**src/ast_regs.vh**
```
// Register offsets, field positions, reset values and timing counts for the serial transceiver.
`ifndef AST_REGS_VH
`define AST_REGS_VH

// Register offsets on the plain register port (word index).
`define AST_ADDR_MODE       3'h0
`define AST_ADDR_STATUS     3'h1
`define AST_ADDR_TXDATA     3'h2
`define AST_ADDR_RXDATA     3'h3
`define AST_ADDR_BAUDDIV    3'h4

// Mode register fields.
`define AST_MODE_ENABLE     15
`define AST_MODE_PIN_HI     9
`define AST_MODE_PIN_LO     8
`define AST_MODE_HIGHSPEED  3
`define AST_MODE_FMT_HI     2
`define AST_MODE_FMT_LO     1
`define AST_MODE_TWO_STOP   0

// Status register fields.
`define AST_STA_TXISEL1     15
`define AST_STA_TXISEL0     13
`define AST_STA_BREAK       11
`define AST_STA_TXEN        10
`define AST_STA_TXFULL      9
`define AST_STA_TXEMPTY     8
`define AST_STA_RXISEL_HI   7
`define AST_STA_RXISEL_LO   6
`define AST_STA_ADDR_DET    5
`define AST_STA_RXIDLE      4
`define AST_STA_PARITY_ERROR_FLAG        3
`define AST_STA_FRAMING_ERROR_FLAG        2
`define AST_STA_OVERRUN_ERROR_FLAG        1
`define AST_STA_RXAVAIL     0

// Reset values.
`define AST_MODE_RESET      16'h0000
`define AST_STA_CTRL_RESET  16'h0000
`define AST_BAUDDIV_RESET   16'h0000

// Pin usage codes.
`define AST_PINS_BCLK       2'b11
`define AST_PINS_FLOW       2'b10
`define AST_PINS_RTS        2'b01

// Frame format codes.
`define AST_FMT_NINE        2'b11
`define AST_FMT_ODD         2'b10
`define AST_FMT_EVEN        2'b01

// Receive interrupt levels.
`define AST_RXI_FULL        2'b11
`define AST_RXI_THREE       2'b10

// Oversampling: last phase index for 16x and 4x modes, and mid-bit points.
`define AST_OVS16_LAST      4'hf
`define AST_OVS4_LAST       4'h3
`define AST_OVS16_MID       4'h7
`define AST_OVS4_MID        4'h1

// Frame images and lengths; a break is start, twelve zeros, stop.
`define AST_BREAK_FRAME     16'he000
`define AST_BREAK_BITS      4'he
`define AST_FIFO_DEPTH      3'h4
`define AST_TXI_DELAY       2'h2

`endif

```
**src/ast_transceiver.v**
```verilog
// Full-duplex asynchronous serial transceiver with baud generator, FIFOs and register port.
//
// Implementation choices: the strobed register port and the address map.
`timescale 1ns/1ps
// How it works
// - Full-duplex, 8 or 9 data bits.
// - Even, odd or no parity, 8-bit.
// - One or two stop bits.
// - Four-deep transmit and receive FIFOs.
// - Parity, framing, overrun flags.
// - Ninth bit one marks an address.
// - Free-running 16-bit baud timer.
// - Standard: clock/(16*(divisor+1)).
// - High speed: clock/(4*(divisor+1)).
// - Divisor write clears baud timer.
// - Enable raises interrupt two cycles later.
// - Idle write loads shifter at once.
// - Preloaded data starts on enable.
// - 9-bit mode takes word writes only.
// - Break request turns dummy into break.
// - Break request self-clears after break.
// - Receive interrupt per mode.
// - Only software clears overrun flag.
// - Data read pops, flags follow head.
// - Baud clock only in 16x mode.
// - Pin field 11 outputs baud clock.
// - Pin field selects pin roles.
// - Format field selects width, parity.
// - Break: start, twelve zeros, stop.
// - Receive interrupt at four, three, any.
`include "ast_regs.vh"

module ast_transceiver (
  // Clock and reset.
  input  wire        clock_in,
  input  wire        rst_in,
  // Register port.
  input  wire [2:0]  addr_in,
  input  wire [15:0] wr_data_in,
  input  wire [1:0]  wr_lane_in,
  input  wire        wr_strobe_in,
  input  wire        rd_strobe_in,
  output reg  [15:0] rd_data_out,
  // Serial pins.
  input  wire        serial_in_pin_in,
  input  wire        clear_to_send_pin_n_in,
  output reg         serial_out_pin_out,
  output reg         serial_out_pin_oe_out,
  output reg         request_to_send_pin_out,
  output reg         request_to_send_pin_oe_out,
  // Interrupt pulses.
  output reg         tx_irq_out,
  output reg         rx_irq_out
);
  // One-hot states of the transmitter and receiver.
  localparam [1:0] TX_IDLE  = 2'b01;
  localparam [1:0] TX_SHIFT = 2'b10;
  localparam [2:0] RX_IDLE  = 3'b001;
  localparam [2:0] RX_START = 3'b010;
  localparam [2:0] RX_DATA  = 3'b100;
  // Software-owned control registers, then the break and overrun flags.
  reg  [15:0] mode_control_reg_q, baud_divisor_reg_q;  // Mode and divisor.
  reg  [1:0]  tx_irq_mode_sel_q, rx_irq_mode_sel_q;    // Interrupt modes.
  reg         addr_detect_q, transmit_enable_q;        // Address detect, transmit enable.
  reg         break_request_q, break_tagged_q;         // Break asked; a queued entry carries it.
  reg         overrun_error_q;                         // Sticky overrun flag.
  // Baud timer, pin clock image and transmit enable history.
  reg  [15:0] baud_cnt_q;
  reg         bclk_q, txen_prev_q;
  reg  [1:0]  txen_dly_q;
  // Transmit FIFO, entries are {break, data[8:0]}.
  reg  [9:0]  tx_mem_q [0:3];
  reg  [1:0]  tx_wr_q, tx_rd_q;
  reg  [2:0]  tx_cnt_q;
  // Transmit shifter; bits left and oversample phase of the bit.
  reg  [1:0]  tx_state_q;
  reg  [15:0] transmit_shift_reg_q;
  reg  [3:0]  tx_bits_q, tx_phase_q;
  reg         tx_was_break_q;                          // Current frame is a break.
  // Receive FIFO, entries are {parity err, framing err, data[8:0]}.
  reg  [10:0] rx_mem_q [0:3];
  reg  [1:0]  rx_wr_q, rx_rd_q;
  reg  [2:0]  rx_cnt_q;
  // Receive shifter; sampled bits arrive at the top.
  reg  [2:0]  rx_state_q;
  reg  [3:0]  rx_phase_q, rx_bits_q;
  reg  [10:0] rx_shift_q;
  // Decoded mode fields.
  wire        enabled    = mode_control_reg_q[`AST_MODE_ENABLE];
  wire [1:0]  pin_enable_field = mode_control_reg_q[`AST_MODE_PIN_HI:`AST_MODE_PIN_LO];
  wire        high_speed_baud_sel = mode_control_reg_q[`AST_MODE_HIGHSPEED];
  wire [1:0]  data_parity_field = mode_control_reg_q[`AST_MODE_FMT_HI:`AST_MODE_FMT_LO];
  wire        two_stop   = mode_control_reg_q[`AST_MODE_TWO_STOP];
  wire        nine_bit   = (data_parity_field == `AST_FMT_NINE);
  wire        has_parity = (data_parity_field == `AST_FMT_ODD) || (data_parity_field == `AST_FMT_EVEN);
  wire [3:0]  ovs_last = high_speed_baud_sel ? `AST_OVS4_LAST : `AST_OVS16_LAST;
  wire [3:0]  ovs_mid  = high_speed_baud_sel ? `AST_OVS4_MID : `AST_OVS16_MID;
  // Register port decode.
  wire        wr_mode  = wr_strobe_in && (addr_in == `AST_ADDR_MODE);
  wire        wr_sta   = wr_strobe_in && (addr_in == `AST_ADDR_STATUS);
  wire        wr_div   = wr_strobe_in && (addr_in == `AST_ADDR_BAUDDIV);
  wire        rd_rx    = rd_strobe_in && (addr_in == `AST_ADDR_RXDATA);
  // word-only writes in 9-bit mode; low byte suffices in 8-bit mode.
  wire        tx_lane_ok = nine_bit ? (wr_lane_in == 2'b11) : wr_lane_in[0];
  wire        wr_tx    = wr_strobe_in && (addr_in == `AST_ADDR_TXDATA) && tx_lane_ok && enabled;
  wire        tx_full  = (tx_cnt_q == `AST_FIFO_DEPTH);
  wire        tx_push  = wr_tx && !tx_full;
  // a rising transmit enable restarts the timer from zero.
  wire        txen_rise = transmit_enable_q && !txen_prev_q;
  // the tick fires when the timer reaches the divisor.
  wire        baud_tick = enabled && (baud_cnt_q == baud_divisor_reg_q);
  // Pin field 10: transmission waits for clear to send.
  wire        cts_ok  = (pin_enable_field != `AST_PINS_FLOW) || !clear_to_send_pin_n_in;
  wire [9:0]  tx_head = tx_mem_q[tx_rd_q];
  // an idle transmitter takes the head entry at once.
  wire        tx_load = enabled && transmit_enable_q && tx_state_q[0] && (tx_cnt_q != 3'h0) && cts_ok;
  // parity bit: even makes the ones count even, odd makes it odd.
  wire        par_bit = (data_parity_field == `AST_FMT_ODD) ? ~^tx_head[7:0] : ^tx_head[7:0];
  wire        bit8    = nine_bit ? tx_head[8] : (has_parity ? par_bit : 1'b1);
  wire        tx_bit_end = tx_state_q[1] && baud_tick && (tx_phase_q == ovs_last);
  wire        tx_done    = tx_bit_end && (tx_bits_q == 4'h1);
  // Receive side.
  wire        rx_line   = serial_in_pin_in;
  wire [3:0]  rx_frame_bits = 4'h9 + {3'h0, nine_bit | has_parity};
  wire        rx_sample = rx_state_q[2] && baud_tick && (rx_phase_q == ovs_last);
  wire        rx_last   = rx_sample && (rx_bits_q == 4'h1);
  wire [10:0] rx_frame  = {rx_line, rx_shift_q[10:1]};
  // Align the frame so data starts at bit 0; the stop bit was sampled last.
  wire [10:0] rx_aligned = (nine_bit | has_parity) ? {1'b1, rx_frame[10:1]} : {2'b11, rx_frame[10:2]};
  wire [8:0]  rx_data   = nine_bit ? rx_aligned[8:0] : {1'b0, rx_aligned[7:0]};
  wire        rx_par_err = has_parity &&
                           (rx_aligned[8] != ((data_parity_field == `AST_FMT_ODD) ? ~^rx_aligned[7:0]
                                                                                  : ^rx_aligned[7:0]));
  // framing error when the stop bit reads low.
  wire        rx_frm_err = !rx_line;
  // address detect in 9-bit mode keeps only ninth-bit-set characters.
  wire        rx_keep   = !(addr_detect_q && nine_bit) || rx_data[8];
  wire        rx_full   = (rx_cnt_q == `AST_FIFO_DEPTH);
  wire        rx_pop    = rd_rx && (rx_cnt_q != 3'h0);
  wire        rx_push   = rx_last && rx_keep && !rx_full;
  wire [10:0] rx_head   = rx_mem_q[rx_rd_q];
  // Control bits written by software.
  always @(posedge clock_in) begin
    if (rst_in) begin
      mode_control_reg_q <= `AST_MODE_RESET;
      baud_divisor_reg_q <= `AST_BAUDDIV_RESET;
      tx_irq_mode_sel_q  <= 2'h0;
      rx_irq_mode_sel_q  <= 2'h0;
      addr_detect_q      <= 1'b0;
      transmit_enable_q  <= 1'b0;
    end else begin
      if (wr_mode) mode_control_reg_q <= wr_data_in;
      if (wr_div) baud_divisor_reg_q <= wr_data_in;
      if (wr_sta) begin
        tx_irq_mode_sel_q <= {wr_data_in[`AST_STA_TXISEL1], wr_data_in[`AST_STA_TXISEL0]};
        rx_irq_mode_sel_q <= wr_data_in[`AST_STA_RXISEL_HI:`AST_STA_RXISEL_LO];
        addr_detect_q     <= wr_data_in[`AST_STA_ADDR_DET];
        transmit_enable_q <= wr_data_in[`AST_STA_TXEN];
      end
    end
  end
  // Break request (software sets, software or break end clears) and overrun flag (receiver sets, software clears).
  always @(posedge clock_in) begin
    if (rst_in) begin
      break_request_q <= 1'b0;
      break_tagged_q  <= 1'b0;
      overrun_error_q <= 1'b0;
    end else begin
      if (tx_done && tx_was_break_q) begin
        break_request_q <= 1'b0;
        break_tagged_q  <= 1'b0;
      end else if (wr_sta) begin
        break_request_q <= wr_data_in[`AST_STA_BREAK];
      end
      // first char after request becomes break.
      if (tx_push && break_request_q && !break_tagged_q) break_tagged_q <= 1'b1;
      if (!transmit_enable_q) break_tagged_q <= 1'b0;
      // software clears overrun; a new overrun in the same cycle wins.
      if (rx_last && rx_keep && rx_full) overrun_error_q <= 1'b1;
      else if (wr_sta && !wr_data_in[`AST_STA_OVERRUN_ERROR_FLAG]) overrun_error_q <= 1'b0;
    end
  end
  // Baud timer: wraps at the divisor, one tick per divisor+1 cycles.
  always @(posedge clock_in) begin
    if (rst_in) begin
      baud_cnt_q  <= 16'h0000;
      bclk_q      <= 1'b0;
      txen_prev_q <= 1'b0;
      txen_dly_q  <= 2'h0;
    end else begin
      txen_prev_q <= transmit_enable_q;
      txen_dly_q  <= {txen_dly_q[0], txen_rise};
      if (wr_div || txen_rise || baud_tick || !enabled) begin
        baud_cnt_q <= 16'h0000;
      end else begin
        baud_cnt_q <= baud_cnt_q + 16'h0001;
      end
      // High in the first half of each tick period; divisor zero holds it high.
      bclk_q <= enabled && (baud_cnt_q <= {1'b0, baud_divisor_reg_q[15:1]});
    end
  end
  // Transmit FIFO; a falling enable empties it, so data may be preloaded while off.
  always @(posedge clock_in) begin
    if (rst_in || (txen_prev_q && !transmit_enable_q)) begin
      tx_wr_q  <= 2'h0;
      tx_rd_q  <= 2'h0;
      tx_cnt_q <= 3'h0;
    end else begin
      if (tx_push) begin
        tx_mem_q[tx_wr_q] <= {break_request_q && !break_tagged_q, wr_data_in[8:0]};
        tx_wr_q           <= tx_wr_q + 2'h1;
      end
      if (tx_load) tx_rd_q <= tx_rd_q + 2'h1;
      tx_cnt_q <= tx_cnt_q + {2'h0, tx_push} - {2'h0, tx_load};
    end
  end
  // Transmit shifter: the line carries bit 0 while shifting.
  always @(posedge clock_in) begin
    if (rst_in || !transmit_enable_q || !enabled) begin
      tx_state_q           <= TX_IDLE;
      transmit_shift_reg_q <= 16'hffff;
      tx_bits_q            <= 4'h0;
      tx_phase_q           <= 4'h0;
      tx_was_break_q       <= 1'b0;
    end else begin
      case (tx_state_q)
        TX_IDLE: begin
          if (tx_load) begin
            tx_state_q     <= TX_SHIFT;
            tx_phase_q     <= 4'h0;
            tx_was_break_q <= tx_head[9];
            if (tx_head[9]) begin
              // break frame: start, twelve zeros, stop.
              transmit_shift_reg_q <= `AST_BREAK_FRAME;
              tx_bits_q            <= `AST_BREAK_BITS;
            end else begin
              // format picks ninth bit; stop count.
              transmit_shift_reg_q <= {6'h3f, bit8, tx_head[7:0], 1'b0};
              tx_bits_q <= 4'ha + {3'h0, nine_bit | has_parity} + {3'h0, two_stop};
            end
          end
        end
        TX_SHIFT: begin
          if (baud_tick) tx_phase_q <= (tx_phase_q == ovs_last) ? 4'h0 : tx_phase_q + 4'h1;
          if (tx_bit_end) begin
            transmit_shift_reg_q <= {1'b1, transmit_shift_reg_q[15:1]};
            tx_bits_q            <= tx_bits_q - 4'h1;
            if (tx_bits_q == 4'h1) tx_state_q <= TX_IDLE;
          end
        end
        default: begin
          tx_state_q <= TX_IDLE;
        end
      endcase
    end
  end
  // Receiver: find a low line, confirm at mid-bit, sample each bit time.
  always @(posedge clock_in) begin
    if (rst_in || !enabled) begin
      rx_state_q <= RX_IDLE;
      rx_phase_q <= 4'h0;
      rx_bits_q  <= 4'h0;
      rx_shift_q <= 11'h7ff;
    end else begin
      case (rx_state_q)
        RX_IDLE: begin
          if (baud_tick && !rx_line) begin
            rx_state_q <= RX_START;
            rx_phase_q <= 4'h0;
          end
        end
        RX_START: begin
          if (baud_tick) begin
            if (rx_phase_q == ovs_mid) begin
              // A start that has gone high again was a glitch.
              rx_state_q <= rx_line ? RX_IDLE : RX_DATA;
              rx_phase_q <= 4'h0;
              rx_bits_q  <= rx_frame_bits;
            end else begin
              rx_phase_q <= rx_phase_q + 4'h1;
            end
          end
        end
        RX_DATA: begin
          if (baud_tick) rx_phase_q <= (rx_phase_q == ovs_last) ? 4'h0 : rx_phase_q + 4'h1;
          if (rx_sample) begin
            rx_shift_q <= rx_frame;
            rx_bits_q  <= rx_bits_q - 4'h1;
            if (rx_bits_q == 4'h1) rx_state_q <= RX_IDLE;
          end
        end
        default: begin
          rx_state_q <= RX_IDLE;
        end
      endcase
    end
  end
  // Receive FIFO with per-entry error flags.
  always @(posedge clock_in) begin
    if (rst_in) begin
      rx_wr_q  <= 2'h0;
      rx_rd_q  <= 2'h0;
      rx_cnt_q <= 3'h0;
    end else begin
      // full FIFO drops the new char.
      if (rx_push) begin
        rx_mem_q[rx_wr_q] <= {rx_par_err, rx_frm_err, rx_data};
        rx_wr_q           <= rx_wr_q + 2'h1;
      end
      if (rx_pop) rx_rd_q <= rx_rd_q + 2'h1;
      rx_cnt_q <= rx_cnt_q + {2'h0, rx_push} - {2'h0, rx_pop};
    end
  end
  // Interrupt pulses, one cycle each.
  always @(posedge clock_in) begin
    if (rst_in) begin
      tx_irq_out <= 1'b0;
      rx_irq_out <= 1'b0;
    end else begin
      tx_irq_out <= txen_dly_q[0] ||
                    (tx_load && (tx_irq_mode_sel_q == 2'b00)) ||
                    (tx_load && (tx_irq_mode_sel_q == 2'b10) && (tx_cnt_q == 3'h1) && !tx_push) ||
                    (tx_done && (tx_irq_mode_sel_q == 2'b01) && (tx_cnt_q == 3'h0));
      case (rx_irq_mode_sel_q)
        `AST_RXI_FULL:  rx_irq_out <= rx_push && (rx_cnt_q - {2'h0, rx_pop} == 3'h3);
        `AST_RXI_THREE: rx_irq_out <= rx_push && (rx_cnt_q - {2'h0, rx_pop} == 3'h2);
        default:        rx_irq_out <= rx_push;
      endcase
    end
  end
  // Pins: data line and the shared request-to-send / baud clock pin.
  always @(posedge clock_in) begin
    if (rst_in) begin
      serial_out_pin_out         <= 1'b1;
      serial_out_pin_oe_out      <= 1'b0;
      request_to_send_pin_out    <= 1'b1;
      request_to_send_pin_oe_out <= 1'b0;
    end else begin
      serial_out_pin_out    <= transmit_shift_reg_q[0] | tx_state_q[0];
      serial_out_pin_oe_out <= enabled && transmit_enable_q;
      case (pin_enable_field)
        `AST_PINS_BCLK: begin
          request_to_send_pin_out    <= bclk_q && !high_speed_baud_sel;
          request_to_send_pin_oe_out <= enabled;
        end
        `AST_PINS_FLOW, `AST_PINS_RTS: begin
          // Active low: asks for data while the receive FIFO has room.
          request_to_send_pin_out    <= rx_full;
          request_to_send_pin_oe_out <= enabled;
        end
        default: begin
          request_to_send_pin_out    <= 1'b1;
          request_to_send_pin_oe_out <= 1'b0;
        end
      endcase
    end
  end
  // Read data: valid only in the cycle after the read strobe, zero otherwise.
  always @(posedge clock_in) begin
    if (rst_in || !rd_strobe_in) begin
      rd_data_out <= 16'h0000;
    end else begin
      case (addr_in)
        `AST_ADDR_MODE:    rd_data_out <= mode_control_reg_q;
        `AST_ADDR_BAUDDIV: rd_data_out <= baud_divisor_reg_q;
        `AST_ADDR_RXDATA:  rd_data_out <= {7'h00, rx_head[8:0]};
        `AST_ADDR_STATUS: begin
          // each error has its own flag.
          rd_data_out <= {tx_irq_mode_sel_q[1], 1'b0, tx_irq_mode_sel_q[0], 1'b0,
                          break_request_q, transmit_enable_q, tx_full,
                          (tx_cnt_q == 3'h0) && tx_state_q[0],
                          rx_irq_mode_sel_q, addr_detect_q, rx_state_q[0],
                          (rx_cnt_q != 3'h0) && rx_head[10], (rx_cnt_q != 3'h0) && rx_head[9],
                          overrun_error_q, rx_cnt_q != 3'h0};
        end
        default:           rd_data_out <= 16'h0000;
      endcase
    end
  end

endmodule // ast_transceiver

```
**config.mk**
```make
export PLATFORM = sky130hd
export DESIGN_NAME = ast_transceiver
export DESIGN_NICKNAME = d
export VERILOG_FILES = /design/src/ast_transceiver.v
export VERILOG_INCLUDE_DIRS = /design/src
export SDC_FILE = /design/constraint.sdc
export NUM_CORES = 1
export LEC_CHECK = 0
export ABC_AREA = 0
export BUFFER_PORTS_ARGS = -buffer_cell sky130_fd_sc_hd__buf_2
export CORE_ASPECT_RATIO = 0.5
export CORE_MARGIN = 8
export CORE_UTILIZATION = 35
export DETAILED_ROUTE_END_ITERATION = 7
export MAX_ROUTING_LAYER = met4
export PLACE_DENSITY = 0.56
export SKIP_LAST_GASP = 1
export SLEW_MARGIN = 5
export SYNTH_ARGS = -nofsm -noshare
export SYNTH_HDL_FRONTEND = slang
export SYNTH_SLANG_ARGS = --single-unit
export TNS_END_PERCENT = 5
```
**constraint.sdc**
```tcl
create_clock -name clock_in -period 4.71 [get_ports clock_in]
set_input_delay 0.942 -clock clock_in [delete_from_list [all_inputs] [get_ports clock_in]]
set_output_delay 0.942 -clock clock_in [all_outputs]
set_load 0.02 [all_outputs]
```
==> summary.txt, run 1 <==
Floorplan
  • Top-Level Pins: 49
  • Die W: 259 um
  • DIE HEIGHT: 138 um
  • Die area: 35700 um^2
  • Initial Util: 35.7%
  • Core Box Area: 29100 um^2
  • Num rows: 44

Drt
  • Vias per inst: 5.01
  • Detail Route Antenna Nets: 0
  • DRC: 0
  • Drt total wl: 24.8 mm
  • Router iterations before antenna repair: 7
  • Via count: 7171
  • WL/cell: 17.3 um
  • Starting DRT DRC Count: 478

Layout
  • Sequential standard cell area: 5410 um^2
  • Final core utilization: 40.2%
  • Final nets: 1096
  • Antenna Cells: 0
  • Share of layout cells above drive strength 1: 12.4%
  • Synth-to-layout area growth: 12.6%
  • Layout fillers: 2853
  • Leading cell type in the layout, fill and taps excluded: dfxtp_1
  • Footprint of the multi-input gates: 4560 um^2
  • Most used cells in the layout excluding fill and tap cells: dfxtp_1 (144), nand2_1 (127), nor2_1 (88)

Clock tree
  • Num CTS Buffers: 22
  • Root Buffer: clkbuf_16
  • Post-CTS setup buffers: 0
  • Sink Count: 228
  • CTS Hold Buffers Added: 0
  • Resized cells post-CTS: 0
  • CTS tree: done
  • Clock latency on the worst-skew pair: 520 ps
  • Max clock buf depth: 3
  • Htree depth: 1
  • Worst-path clk slew: 70 ps

Synthesis
  • Post-synth top area cell: dfxtp_1
  • Sequential element share of the synthesized area: 52.1%
  • Synth Flop Type: dfxtp_1
  • Synth Register Bits: 228
  • Syn Area/Cell: 10.5 um^2
  • Ys async rst share: 0%
  • Syn Nets: 1060
  • Yosys top cell area share: 27.8%
  • Post-Syn Instances: 988
  • Synth Cell Area: 10400 um^2
  • EDFF count, synth: 84
  • Syn. warnings: 0
  • Largest cells by area after synthesis: dfxtp_1 (28%), edfxtp_1 (24%), ha_1 (5.2%), nand2_1 (4.6%), mux4_2 (4.3%)
  • Netlist cell types: 69

Global route
  • Initial antenna violation count: 1
  • Met3 Use GR: 2.34%
  • Met2 usage: 24.1%
  • Largest net degree at the start of global routing: 27
  • Vias in the first global route: 7105
  • First-pass GRT wire length: 39.4 mm
  • Total track usage: 14.3%
  • GR Layer Usage met1: 17.6%
  • GR Overflow Total: 0
  • GR peak layer: met2

Worst setup path
  • WP buf/inv: 1
  • Max FO, Critical Path: 7
  • CP most frequent cell: ha_1
  • Nature of the critical path endpoint: register
  • Critical Path, Cell by Cell: xor2_1 -> nor4_2 -> nand2_1 -> nor4_4 -> and2b_2 -> nand4b_4 -> ha_1 -> inv_1 -> ha_1 -> fa_1 -> xnor2_1 -> nor2_1
  • Cell family with most CP delay: simple AND/OR/NAND/NOR gates
  • CP Depth: 12
  • Critical Path Start Type: register
  • Worst Reg-to-Reg Cells: 12
  • Data required, critical path: 5120 ps
  • WS Path Type: reg2reg
  • Critical path's largest stage delay: 540 ps
  • Worst Path Arrival: 3680 ps
  • Critical-path cell with the highest stage delay: nor4_4

STA
  • Setup tns final: 0 ps
  • RSZ-0062 raised after global routing: false
  • Max Clock Skew: 10.2 ps
  • Final min period: 3270 ps
  • Slew HR: 19.8%
  • Worst-Margin Slew: 1200 ps
  • Setup violators final: 0
  • Final hold viol count: 0
  • Achievable Freq: 305 MHz
  • Pins over their slew limit: 0
  • Final period util: 69.5%

Placed design
  • Buffers added on ports: 48
  • DP HPWL: 17.9 mm
  • RD Place Congestion: 0.860

Power and ir drop
  • VDD IR max: 0.000195 V
  • PwrDens: 336 nW/um^2
  • LEAKAGE: 4.26 nW

Job
  • Max-cap violations: 0

Worst hold path
  • Hold Path Depth: 2
  • HP Class: reg2reg

Run status
  • Status: completed
==> power by group <==
part	total [mW]	leakage (nW)	internal, mW	switching (mW)
registers	2.05	1.83	2.04	0.00952
logic	0.133	2.08	0.0461	0.0867
clock network	1.73	0.352	0.975	0.757
total	3.92	4.26	3.07	0.853
==> cells in the mapped netlist (20+ instances only) <==
master	instances
xnor2_1	30
clkbuf_1	31
o21ai_0	25
xor2_1	27
ha_1	43
dfxtp_1	144
a21oi_1	79
nand2_1	127
nand3_1	22
mux4_2	20
edfxtp_1	84
inv_1	54
mux2i_1	28
nor2_1	88
==> sequential cells by signal (all words and copies together) (netlist names), 2 cells and up, named ones only <==
name                  count
rx_wr_q                   2
rx_shift_q                9
tx_irq_mode_sel_q         2
tx_state_q                2
baud_divisor_reg_q       16
transmit_shift_reg_q     13
tx_mem_q                 40
baud_cnt_q               16
rd_data_out              16
rx_mem_q                 44
rx_cnt_q                  3
rx_phase_q                4
tx_cnt_q                  3
tx_rd_q                   2
rx_state_q                3
rx_irq_mode_sel_q         2
mode_control_reg_q       16
tx_bits_q                 4
rx_bits_q                 4
tx_phase_q                4
tx_wr_q                   2
rx_rd_q                   2
==> metrics by stage <==
step / std cells / setup WS, ps / instance area, um^2 / hold slack (ps) / power (mW)
2_1_floorplan: 988 / 1410 / 10400 / 413 / 2.17
3_3_place_gp: 1391 / 1420 / 11000 / 443 / 2.23
3_5_place_dp: 1391 / 1380 / 11000 / 447 / 2.23
4_1_cts: 1431 / 1400 / 11700 / 456 / 3.97
5_1_grt: 1431 / 1180 / 11700 / 481 / 4.06
6_report: 1431 / 1440 / 11700 / 458 / 3.92
==> kinds of logic (layout without fill, tap and decap cells) <==
group / after synthesis / in the layout / synth area share, %
buf+inv: 97 / 149 / 3.81
xor+xnor: 59 / 59 / 5.25
fa+ha+maj: 45 / 45 / 5.58
simple gates: 338 / 338 / 15.7
flops: 228 / 228 / 52.1
compound gates: 168 / 168 / 9.96
mux: 53 / 53 / 7.59
==> final cells by class <==
| class | instances | share of cell area, % |
|---|---|---|
| multi-input cells | 663 | 39.1 |
| flip-flops and latches | 228 | 46.3 |
| inverters | 54 | 1.74 |
| repair buffers | 55 | 2.51 |
| clock inverters | 13 | 0.633 |
| clock buffers | 27 | 5.51 |
| well taps | 391 | 4.19 |
==> worst reg2reg max path: stages, from the launching register on <==
cell and delay, ps:
dfxtp_1 450, xor2_1 110, nor4_2 310, nand2_1 140, nor4_4 540, and2b_2 320
nand4b_4 170, ha_1 340, inv_1 40, ha_1 180, fa_1 370, xnor2_1 160
nor2_1 50
==> routing by layer <==
layer  wire length [um]  up-vias
met5                  0        -
met4                755        0
met3                988       45
met2              11900      120
met1              11200     3467
li1                   -     3539
==> path summary, 6_finish.rpt <==
check	start	endpoint	slack [ps]
worst max-delay path	baud_cnt_q[8]	rx_cnt_q[2]	1440
worst max register to register	baud_cnt_q[8]	rx_cnt_q[2]	1440
worst min-delay path	mode_control_reg_q[5]	mode_control_reg_q[5]	460
worst min register to register	mode_control_reg_q[5]	mode_control_reg_q[5]	460
No activity file was read; power rests on OpenSTA's default activity.
==> inputs of run 2 (changes only) <==
==> constraint.sdc (replaced) <==
create_clock -name clock_in -period 3.4 [get_ports clock_in]
set_input_delay 0.68 -clock clock_in [delete_from_list [all_inputs] [get_ports clock_in]]
set_output_delay 0.68 -clock clock_in [all_outputs]
set_load 0.02 [all_outputs]
==> run 2 against run 1 <==
  * First-iteration DRC count increased by 14%
  * Critical path depth stayed put
  * Clock power increased by 46%
  * Worst hold slack lost 28 ps
  * Total power up 42%
  * Combinational power rose by 47%
  * Die area unchanged
  * Sequential power rose by 39%
  * Cell count is 1.4% higher
==> summary.txt, run 2 (synthesis gave the netlist of run 1 again) <==
Drt
  • Detail Route Antenna Nets: 0
  • WL/cell: 17.7 um
  • Drt total wl: 25.6 mm
  • Router iterations before antenna repair: 5
  • Via count: 7367
  • Vias per inst: 5.08
  • Starting DRT DRC Count: 545
  • DRC: 0

STA
  • Worst-Margin Slew: 746 ps
  • Setup tns final: 0 ps
  • Setup violators final: 0
  • Max Clock Skew: 9.62 ps
  • Final WS setup: 319 ps
  • Pins over their slew limit: 0
  • Final period util: 90.6%
  • RSZ-0062 raised after global routing: false
  • Fin Hold WS: 430 ps
  • Final hold viol count: 0
  • Slew HR: 50.2%
  • Achievable Freq: 325 MHz
  • Final min period: 3080 ps

Worst setup path
  • Max FO, Critical Path: 7
  • Worst Path Arrival: 3480 ps
  • Data required, critical path: 3800 ps
  • Worst Reg-to-Reg Cells: 12
  • WP buf/inv: 1
  • CP most frequent cell: ha_1
  • Nature of the critical path endpoint: register
  • Critical Path Start Type: register
  • Critical Path, Cell by Cell: xor2_1 -> nor4_2 -> nand2_1 -> nor4_4 -> and2b_2 -> nand4b_4 -> ha_1 -> inv_1 -> ha_1 -> fa_1 -> xnor2_1 -> nor2_1
  • Cell family with most CP delay: simple AND/OR/NAND/NOR gates
  • R2R Path End: rx_cnt_q[2]
  • Worst reg2reg setup slack: 320 ps
  • Critical-path cell with the highest stage delay: dfxtp_1
  • Critical path's largest stage delay: 480 ps
  • Reg2reg start: baud_cnt_q[6]
  • WS Path Type: reg2reg

Clock tree
  • Max clock buf depth: 3
  • Num CTS Buffers: 23
  • Resized cells post-CTS: 0
  • Root Buffer: clkbuf_16
  • Sink Count: 228
  • Worst-path clk slew: 60 ps
  • CTS Hold Buffers Added: 0
  • Htree depth: 1
  • Clock latency on the worst-skew pair: 510 ps
  • Post-CTS setup buffers: 0
  • CTS tree: done

Power and ir drop
  • LEAKAGE: 4.36 nW
  • Sequential Power Share: 51.2%
  • Switching fraction of total power: 21.0%
  • Int Power: 4.39 mW
  • Combinational group share of total power: 3.5%
  • Power share of the clock group: 45.3%
  • Switch Pwr: 1.17 mW
  • VDD IR max: 0.000325 V
  • PwrDens: 470 nW/um^2

Placed design
  • RD Place Congestion: 0.884
  • Worst slack, placed: 318 ps
  • Placement Cell Area: 11100 um^2
  • Buffers added on ports: 48
  • DP HPWL: 18.7 mm

Floorplan
  • Die area: 35700 um^2
  • Top-Level Pins: 49
  • Initial Util: 35.7%
  • DIE HEIGHT: 138 um
  • Core Box Area: 29100 um^2
  • Die W: 259 um
  • Num rows: 44

Layout
  • Leading cell type in the layout, fill and taps excluded: dfxtp_1
  • Largest reg by FF count: rx_mem_q
  • Layout fillers: 2806
  • Most used cells in the layout excluding fill and tap cells: dfxtp_1 (144), nand2_1 (127), nor2_1 (88)
  • Max FFs per register: 44
  • Antenna Cells: 0
  • Top Registers: rx_mem_q x44, tx_mem_q x40
  • Final core utilization: 40.7%
  • Final Cell Area: 11800 um^2
  • Share of layout cells above drive strength 1: 13.1%
  • Final nets: 1116
  • Synth-to-layout area growth: 14.2%

Worst hold path
  • Worst Hold End: tx_mem_q[0][8]
  • Min-delay src: wr_data_in[8]
  • Hold Path Depth: 1
  • HP Class: in2reg

Global route
  • Vias in the first global route: 7465
  • Initial antenna violation count: 0
  • Largest net degree at the start of global routing: 32
  • First-pass GRT wire length: 40.7 mm
  • Total track usage: 14.7%
  • GR Overflow Total: 0

Run status
  • Status: completed

Job
  • Max-cap violations: 0
## run 2: area by class of cell
cell class / count / area, um^2 / share of cell area [%]
sequential: 228 / 5410 / 45.7
inverter: 54 / 203 / 1.71
clock buffer: 35 / 662 / 5.59
timing repair buffer: 74 / 435 / 3.68
clock inverter: 6 / 75.1 / 0.634
multi-input combinational: 663 / 4560 / 38.6
tap: 391 / 489 / 4.13
## run 2: how the worst max path moves through the flow
stage	cells past startpoint	start	slack, ps	end
after detailed placement	12	baud_cnt_q[6]	320	rx_cnt_q[2]
after floorplan	12	addr_in[1]	360	tx_cnt_q[2]
after global placement	12	baud_cnt_q[6]	370	rx_cnt_q[2]
after global routing	12	baud_cnt_q[6]	40	rx_cnt_q[2]
final	12	baud_cnt_q[6]	320	rx_cnt_q[2]
after CTS	12	baud_divisor_reg_q[1]	280	rx_cnt_q[2]
## run 2: power groups by stage
stage	sequential [mW]	clock, mW	combinational [mW]
detailed placement	2.90	0	0.194
CTS	2.84	2.57	0.195
global route	2.84	2.69	0.214
finish	2.84	2.52	0.195
global placement	2.90	0	0.193
floorplan	2.90	0	0.110
## run 2: stage by stage
stage	power, mW	instances
4_1_cts	5.61	1451
5_1_grt	5.75	1451
3_5_place_dp	3.10	1410
2_1_floorplan	3.01	988
3_3_place_gp	3.10	1410
6_report	5.56	1451
## run 2: layer usage
metal / up-vias / GRT usage [%] / wire length, um
met5: - / - / 0
met4: 0 / 4.98 / 856
met3: 49 / 2.36 / 900
met2: 139 / 24.5 / 12000
met1: 3596 / 18.3 / 11900
li1: 3583 / - / -
## run 2: worst register-to-register path: stages, from the launching register on
cell and delay (ps):
dfxtp_1 480, xor2_1 130, nor4_2 290, nand2_1 150, nor4_4 330, and2b_2 270, nand4b_4 180, ha_1 360
inv_1 40, ha_1 180, fa_1 380, xnor2_1 160, nor2_1 50
